$ cat src/hw/exv_pkg.sv
/*
 * Constants of the exception vector and priority unit: exception numbering,
 * priority encodings, register offsets and reset values.
 * Assumes nothing of its surroundings; it is compiled before every module.
 */
package exv_pkg;

  // ************************************************************
  // Exception numbering
  // ************************************************************
  localparam int NUM_EXC = 60;
  localparam int NUM_SYS = 16;
  localparam int NUM_IRQ = 44;
  localparam int NUM_W = 6;
  localparam logic [5:0] EXC_NMI = 6'h02;
  localparam logic [5:0] EXC_HARD = 6'h03;
  // Implemented exception sources; reserved numbers stay idle.
  localparam logic [59:0] SRC_MASK = 60'h807_f3ff_cfff_d87c;
  // Sources whose priority software may program.
  localparam logic [59:0] CFG_MASK = 60'h807_f3ff_cfff_d870;

  // ************************************************************
  // Priority encodings
  // ************************************************************
  localparam int PRIO_W = 3;
  localparam int EFF_W = 4;
  localparam logic [2:0] PRIO_RESET = 3'h0;
  // Effective priority is the printed value plus three, so -2 becomes 1.
  localparam logic [3:0] EFF_NMI = 4'h1;
  localparam logic [3:0] EFF_HARD = 4'h2;
  localparam logic [3:0] EFF_OFS = 4'h3;
  localparam logic [3:0] EFF_IDLE = 4'hf;

  // ************************************************************
  // Register map (byte addresses)
  // ************************************************************
  localparam int ADDR_W = 10;
  localparam logic [9:0] REG_VTOR = 10'h000;
  localparam logic [9:0] REG_RUN = 10'h004;
  localparam logic [9:0] REG_EVT_STAT = 10'h008;
  localparam logic [9:0] REG_EVT_CLR = 10'h00c;
  localparam logic [9:0] REG_EVT_EN = 10'h010;
  localparam logic [9:0] REG_PEND_LO = 10'h014;
  localparam logic [9:0] REG_PEND_HI = 10'h018;
  localparam logic [9:0] REG_ACT_LO = 10'h01c;
  localparam logic [9:0] REG_ACT_HI = 10'h020;
  localparam logic [9:0] REG_PSET_LO = 10'h024;
  localparam logic [9:0] REG_PSET_HI = 10'h028;
  localparam logic [9:0] REG_PRIO_BASE = 10'h100;
  localparam logic [9:0] REG_PRIO_END = 10'h1f0;

  // ************************************************************
  // Vector table base
  // ************************************************************
  localparam logic [31:0] VTOR_RESET = 32'h0000_0000;
  localparam logic [31:0] VTOR_MIN = 32'h0000_0100;
  localparam logic [31:0] VTOR_MAX = 32'h3fff_ff00;
  localparam logic [31:0] VTOR_ALIGN = 32'h0000_00ff;

  // ************************************************************
  // Event bits
  // ************************************************************
  localparam int EVT_W = 2;
  localparam int EVT_REFUSED = 0;
  localparam int EVT_MERGED = 1;

endpackage : exv_pkg

$ cat src/hw/exv_core.sv
/*
 * Exception vector and priority unit: pending and active state per
 * exception, priority arbitration, preemption and handler fetch address.
 * Assumes requests and the register port are synchronous to clk_i, and
 * that the core signals handler completion with a return pulse.
 */
//
// Summary of operation
// - IRQ n is exception n plus sixteen
// - Programmable priorities reset to zero
// - Table base is zero after reset
// - Only privileged in-range writes relocate base
// - Smaller value wins; two priorities fixed
// - Programmable priorities limited to 0 to 7
// - Ties go to the smallest exception number
// - Strictly more urgent exception preempts handler
// - Equal priority stays pending, no preemption
// - NMI always enabled at priority minus two
// - Hard fault fixed at priority minus one
// - Track inactive, pending, active, active-pending
`timescale 1ns/1ns
`default_nettype none

module exv_core (
  input wire logic clk_i,
  input wire logic reset_i,
  input wire logic [15:0] sys_req_i,
  input wire logic [43:0] irq_req_i,
  input wire logic ret_i,
  input wire logic [5:0] ret_num_i,
  input wire logic priv_i,
  input wire logic [9:0] addr_i,
  input wire logic [31:0] wdata_i,
  input wire logic wr_i,
  input wire logic rd_i,
  output logic [31:0] rdata_o,
  output logic take_o,
  output logic [5:0] take_num_o,
  output logic [31:0] fetch_addr_o,
  output logic [3:0] run_prio_o,
  output logic irq_o
);

  // ************************************************************
  // State
  // ************************************************************
  typedef struct packed {
    logic [31:0] vtor;
    logic [59:0][2:0] prio;
    logic [59:0] pend;
    logic [59:0] act;
    logic [1:0] evt;
    logic [1:0] evt_en;
    logic [31:0] rdata;
    logic take;
    logic [5:0] take_num;
    logic [31:0] fetch;
    logic [3:0] run_prio;
    logic irq;
  } exv_state_t;

  exv_state_t s;
  exv_state_t next_s;

  logic [59:0][3:0] eff;
  logic [59:0] req;
  logic [59:0] pset;
  logic win_found;
  logic [5:0] win_num;
  logic [3:0] win_prio;
  logic run_found;
  logic [3:0] run_prio;
  logic [9:0] prio_ofs;
  logic [5:0] prio_idx;
  logic prio_hit;
  logic vtor_ok;
  logic take_ok;

  // ************************************************************
  // Effective priorities
  // ************************************************************

  // Fixed levels for NMI and hard fault, programmable ones shifted above.
  genvar g;
  generate
    for (g = 0; g < exv_pkg::NUM_EXC; g++) begin : g_eff
      if (g == exv_pkg::EXC_NMI) begin : g_nmi
        assign eff[g] = exv_pkg::EFF_NMI;
      end else if (g == exv_pkg::EXC_HARD) begin : g_hard
        assign eff[g] = exv_pkg::EFF_HARD;
      end else begin : g_cfg
        assign eff[g] = {1'b0, s.prio[g]} + exv_pkg::EFF_OFS;
      end
    end
  endgenerate

  // ************************************************************
  // Arbitration
  // ************************************************************

  // Highest pending exception, recomputed from the present state.
  exv_arbiter u_pend_arb (
    .cand_i(s.pend & exv_pkg::SRC_MASK),
    .prio_i(eff),
    .found_o(win_found),
    .num_o(win_num),
    .prio_o(win_prio)
  );

  // The running priority is the most urgent of all active handlers.
  exv_arbiter u_act_arb (
    .cand_i(s.act),
    .prio_i(eff),
    .found_o(run_found),
    .num_o(),
    .prio_o(run_prio)
  );

  // ************************************************************
  // Decode
  // ************************************************************

  // Requests map IRQ n onto exception number n plus sixteen.
  assign req = ({irq_req_i, sys_req_i} | pset) & exv_pkg::SRC_MASK;

  // Software pend-set words, taken only when strobed.
  assign pset[31:0] = (wr_i && addr_i == exv_pkg::REG_PSET_LO)
                      ? wdata_i : 32'h0000_0000;
  assign pset[59:32] = (wr_i && addr_i == exv_pkg::REG_PSET_HI)
                       ? wdata_i[27:0] : 28'h0000000;

  // Priority registers sit one per word from the base.
  assign prio_ofs = addr_i - exv_pkg::REG_PRIO_BASE;
  assign prio_idx = prio_ofs[7:2];
  assign prio_hit = addr_i >= exv_pkg::REG_PRIO_BASE &&
                    addr_i < exv_pkg::REG_PRIO_END && prio_ofs[1:0] == 2'h0;

  // A relocation is kept only when privileged, aligned and in range.
  assign vtor_ok = priv_i && (wdata_i & exv_pkg::VTOR_ALIGN) == 32'h0 &&
                   wdata_i >= exv_pkg::VTOR_MIN &&
                   wdata_i <= exv_pkg::VTOR_MAX;

  // Entry only when strictly more urgent than every active handler.
  assign take_ok = win_found && win_prio < run_prio;

  // ************************************************************
  // Next state
  // ************************************************************

  // Register writes, handler entry and return, and event capture.
  always_comb begin
    next_s = s;
    next_s.take = 1'b0;
    next_s.rdata = 32'h0000_0000;
    // Register writes.
    if (wr_i) begin
      if (addr_i == exv_pkg::REG_VTOR) begin
        if (vtor_ok) begin
          next_s.vtor = wdata_i;
        end
      end else if (addr_i == exv_pkg::REG_EVT_EN) begin
        next_s.evt_en = wdata_i[1:0];
      end else if (prio_hit && priv_i &&
                   exv_pkg::CFG_MASK[prio_idx]) begin
        next_s.prio[prio_idx] = wdata_i[2:0];
      end
    end
    // Event clear comes first so that a new event in the same cycle wins.
    if (wr_i && addr_i == exv_pkg::REG_EVT_CLR) begin
      next_s.evt = s.evt & ~wdata_i[1:0];
    end
    if (wr_i && addr_i == exv_pkg::REG_VTOR && !vtor_ok) begin
      next_s.evt[exv_pkg::EVT_REFUSED] = 1'b1;
    end
    if ((req & s.pend) != 60'h0) begin
      next_s.evt[exv_pkg::EVT_MERGED] = 1'b1;
    end
    // Handler completion clears the active bit.
    if (ret_i) begin
      next_s.act[ret_num_i] = 1'b0;
    end
    // Entry moves the winner from pending to active.
    if (take_ok) begin
      next_s.pend[win_num] = 1'b0;
      next_s.act[win_num] = 1'b1;
      next_s.take = 1'b1;
      next_s.take_num = win_num;
      next_s.fetch = s.vtor + {24'h000000, win_num, 2'h0};
    end
    // New requests set pending last, so a request never gets lost.
    next_s.pend = next_s.pend | req;
    next_s.run_prio = run_found ? run_prio : exv_pkg::EFF_IDLE;
    next_s.irq = (next_s.evt & next_s.evt_en) != 2'h0;
    // Read data stand in the following cycle only.
    if (rd_i) begin
      unique case (addr_i)
        exv_pkg::REG_VTOR: next_s.rdata = s.vtor;
        exv_pkg::REG_RUN: next_s.rdata = {21'h000000, win_found,
                                          win_num, s.run_prio};
        exv_pkg::REG_EVT_STAT: next_s.rdata = {30'h00000000, s.evt};
        exv_pkg::REG_EVT_EN: next_s.rdata = {30'h00000000, s.evt_en};
        exv_pkg::REG_PEND_LO: next_s.rdata = s.pend[31:0];
        exv_pkg::REG_PEND_HI: next_s.rdata = {4'h0, s.pend[59:32]};
        exv_pkg::REG_ACT_LO: next_s.rdata = s.act[31:0];
        exv_pkg::REG_ACT_HI: next_s.rdata = {4'h0, s.act[59:32]};
        default: begin
          if (prio_hit) begin
            next_s.rdata = {29'h00000000, s.prio[prio_idx]};
          end
        end
      endcase
    end
  end

  // ************************************************************
  // Registers
  // ************************************************************

  // Reset puts the table at zero and every priority at zero.
  always_ff @(posedge clk_i or posedge reset_i) begin
    if (reset_i) begin
      s <= '0;
      s.vtor <= exv_pkg::VTOR_RESET;
      s.prio <= {exv_pkg::NUM_EXC{exv_pkg::PRIO_RESET}};
      s.run_prio <= exv_pkg::EFF_IDLE;
    end else begin
      s <= next_s;
    end
  end

  // ************************************************************
  // Outputs
  // ************************************************************

  // Every output is a field of the state register.
  assign rdata_o = s.rdata;
  assign take_o = s.take;
  assign take_num_o = s.take_num;
  assign fetch_addr_o = s.fetch;
  assign run_prio_o = s.run_prio;
  assign irq_o = s.irq;

endmodule : exv_core

`default_nettype wire

$ cat src/hw/exv_arbiter.sv
/*
 * Combinational priority picker: finds the candidate with the smallest
 * effective priority value, lowest exception number on a tie.
 * Assumes the caller registers whatever it needs from the result.
 */
`timescale 1ns/1ns
`default_nettype none

module exv_arbiter (
  input wire logic [59:0] cand_i,
  input wire logic [59:0][3:0] prio_i,
  output logic found_o,
  output logic [5:0] num_o,
  output logic [3:0] prio_o
);

  // ************************************************************
  // Search
  // ************************************************************

  // Strict less-than keeps the earliest, so the lowest number wins ties.
  always_comb begin
    found_o = 1'b0;
    num_o = 6'h00;
    prio_o = exv_pkg::EFF_IDLE;
    for (int i = 0; i < exv_pkg::NUM_EXC; i++) begin
      if (cand_i[i] && (!found_o || prio_i[i] < prio_o)) begin
        found_o = 1'b1;
        num_o = 6'(i);
        prio_o = prio_i[i];
      end
    end
  end

endmodule : exv_arbiter

`default_nettype wire

$ cat config.mk
export PLATFORM = sky130hd
export DESIGN_NAME = exv_core
export DESIGN_NICKNAME = d
export VERILOG_FILES = /design/src/hw/exv_pkg.sv /design/src/hw/exv_core.sv /design/src/hw/exv_arbiter.sv
export SDC_FILE = /design/constraint.sdc
export NUM_CORES = 2
export LEC_CHECK = 0
export BUFFER_PORTS_ARGS = -buffer_cell sky130_fd_sc_hd__buf_2
export CAP_MARGIN = 10
export CORE_ASPECT_RATIO = 1.75
export CORE_MARGIN = 2
export CORE_UTILIZATION = 55
export CTS_BUF_LIST = sky130_fd_sc_hd__clkbuf_16
export CTS_CLUSTER_DIAMETER = 50
export DETAILED_ROUTE_END_ITERATION = 7
export PLACE_DENSITY_LB_ADDON = 0.12
export SLEW_MARGIN = 15
export SYNTH_ARGS = -nofsm -noshare
export SYNTH_HDL_FRONTEND = slang
export SYNTH_HIERARCHICAL = 1
export SYNTH_SLANG_ARGS = --single-unit
$ cat constraint.sdc
create_clock -name clk_i -period 163 [get_ports clk_i]
set_input_delay 8.15 -clock clk_i [delete_from_list [all_inputs] [get_ports clk_i]]
set_output_delay 8.15 -clock clk_i [all_outputs]
set_load 0.02 [all_outputs]
==> flow_summary.toml <==
[status]
outcome = "finished with violations"
violations = "design-rule violations, max-capacitance violations, max-slew violations"

[worst_setup_path]
crit_top_cell = "ha_1"
max_stage_delay_ns = 0.92
cp-start-kind = "register"
reg2regPathDepth = 430
crit_path_end = "s[137]"
timing.rr.start = "s[200]"
end_kind = "register"
crit_start = "s[200]"
path_class = "reg2reg"
crit_arrival_ns = 97.56
regToRegSetupSlack_ns = 65.91
cp_max_fo = 68
crit_required_ns = 163.48
cp_slowest_cell = "a21o_2"
r2r-end = "s[137]"

[die]
die_y_um = 416
io_pins = 190
initial_core_util = 0.552
coreArea_um2 = 96500
fp.dieW_um = 239
fp.dieArea_um2 = 99600
core.rowCount = 151

[timing]
max-slew-margin-rel = -0.0271
hold_viol = 0
slew_violations = 2
finalCriticalPeriod_ns = 97.09
worstMarginPinSlew_ns = 1.53
fmax_mhz = 10.3
setup_violations = 0
setup_tns_ns = 0
skew_ns = 0.0417
rsz0062_at_grt = "no"
post-route-period-util = 0.596

[clocking]
cts.repair_timing.setup_buffer_count = 0
cts_buffers = 41
cts-root-buf = "clkbuf_16"
cts_sinks = 412
clk_pin_slew_ns = 0.07
clk_latency_ns = 0.63
ctsLongestPathBuffers = 3
cts_resized = 0
htree_levels = 2
cts_tree = "yes"
hold_buffers = 0

[drt]
wl_met3_um = 18900
wl_met2_um = 106000
drc = 5
routed_wl_um = 225000
top_layer = "met5"
vias = 55400
antenna_left = 0
drtIter0Drc = 5295
drt_pass1_iterations = 8
avgRoutedWirePerCell_um = 28.0
via_per_inst = 6.90
m1WireLength_um = 72200

[finish]
fin_cells = 8026
fillerInstances = 9026
nNetsFinal = 6969
area_delta_synth_final_pct = 6.11
drive_above_1_share = 0.188

[global_route]
grt_use_total = 0.440
antenna_found_initial = 30
grt_overflow = 0
grt_pass1_wl_um = 329000
grt_start_max_net_pins = 104
first_global_vias = 53300

[place]
dp_hpwl_um = 178000
portBuffers = 170
gp_congestion = 1.06
dp_cells = 7916

[logic_synthesis]
synth_area_um2 = 53300
ys.warnings.count = 6
synthCells = 6544
syn_avg_cell_area_um2 = 8.15

[run]
cap_violations = 1

[hold_path]
hold_path_class = "reg2reg"
-- sequential cells by signal, summed over array words and instances (netlist names) --
signal,cells
take_o,1
run_prio_o,4
s,336
fetch_addr_o,32
irq_o,1
rdata_o,32
take_num_o,6
-- stage by stage --
stage	hold slack (ns)	worst slack (ns)	cell area, µm²	utilization
floorplan	0.424	84.06	53800	-
global placement	0.360	69.48	55000	0.570
detailed placement	0.363	68.48	55000	0.570
CTS	0.378	68.08	56500	0.585
global route	0.386	59.62	56500	0.586
finish	0.376	65.91	56600	0.586
-- final cells by class --
cell class,instances,area [µm²],area share
Antenna cell,36,90.1,0.00159
Multi-Input combinational cell,5437,39700,0.701
Timing Repair Buffer,253,1480,0.0261
Inverter,514,1940,0.0342
Clock buffer,41,1030,0.0181
Clock inverter,33,425,0.00752
Sequential cell,412,10300,0.182
Tap cell,1300,1630,0.0287
-- cell usage in the layout, fill, tap and decap left out, types with 61 or more instances in the layout --
master,count
a22oi_1,89
a211oi_1,63
o21a_1,117
conb_1,132
buf_2,169
buf_4,84
dfrtp_1,408
a31oi_1,83
nand2_1,727
a21oi_1,295
nand3_1,154
nor2_1,423
o21ai_0,380
and2_1,63
xnor2_1,116
ha_1,195
maj3_1,61
mux2i_1,249
o211ai_1,85
inv_1,517
mux2_2,105
nor3_1,135
-- worst max-delay path, delay by kind of cell (launching register included) --
family	cells	cell delay, ns
AOI/OAI and AO/OA	183	43.30
xor gates and xnor gates	1	0.78
adders and majority gates	60	18.08
buffers and inverters	28	3.04
DFF	1	0.39
muxes	26	6.87
and+or+nand+nor	132	24.35
-- metal layers --
metal	global-route usage	up-vias
met1	0.427	26500
met3	0.111	1204
met2	0.737	2959
met4	0.455	10
li1	-	24700
met5	0.00497	-
-- worst min path at each step --
stage | end | start | cells after the start
2_1_floorplan | s[206] | s[206] | 1
3_3_place_gp | s[206] | s[206] | 0
3_5_place_dp | s[210] | s[210] | 0
4_1_cts | s[209] | s[209] | 0
5_1_grt | s[208] | s[208] | 0
6_report | s[208] | s[208] | 0
Power is not shown: default switching activity piles up to over one toggle a cycle in this logic, so the estimate is an artifact.
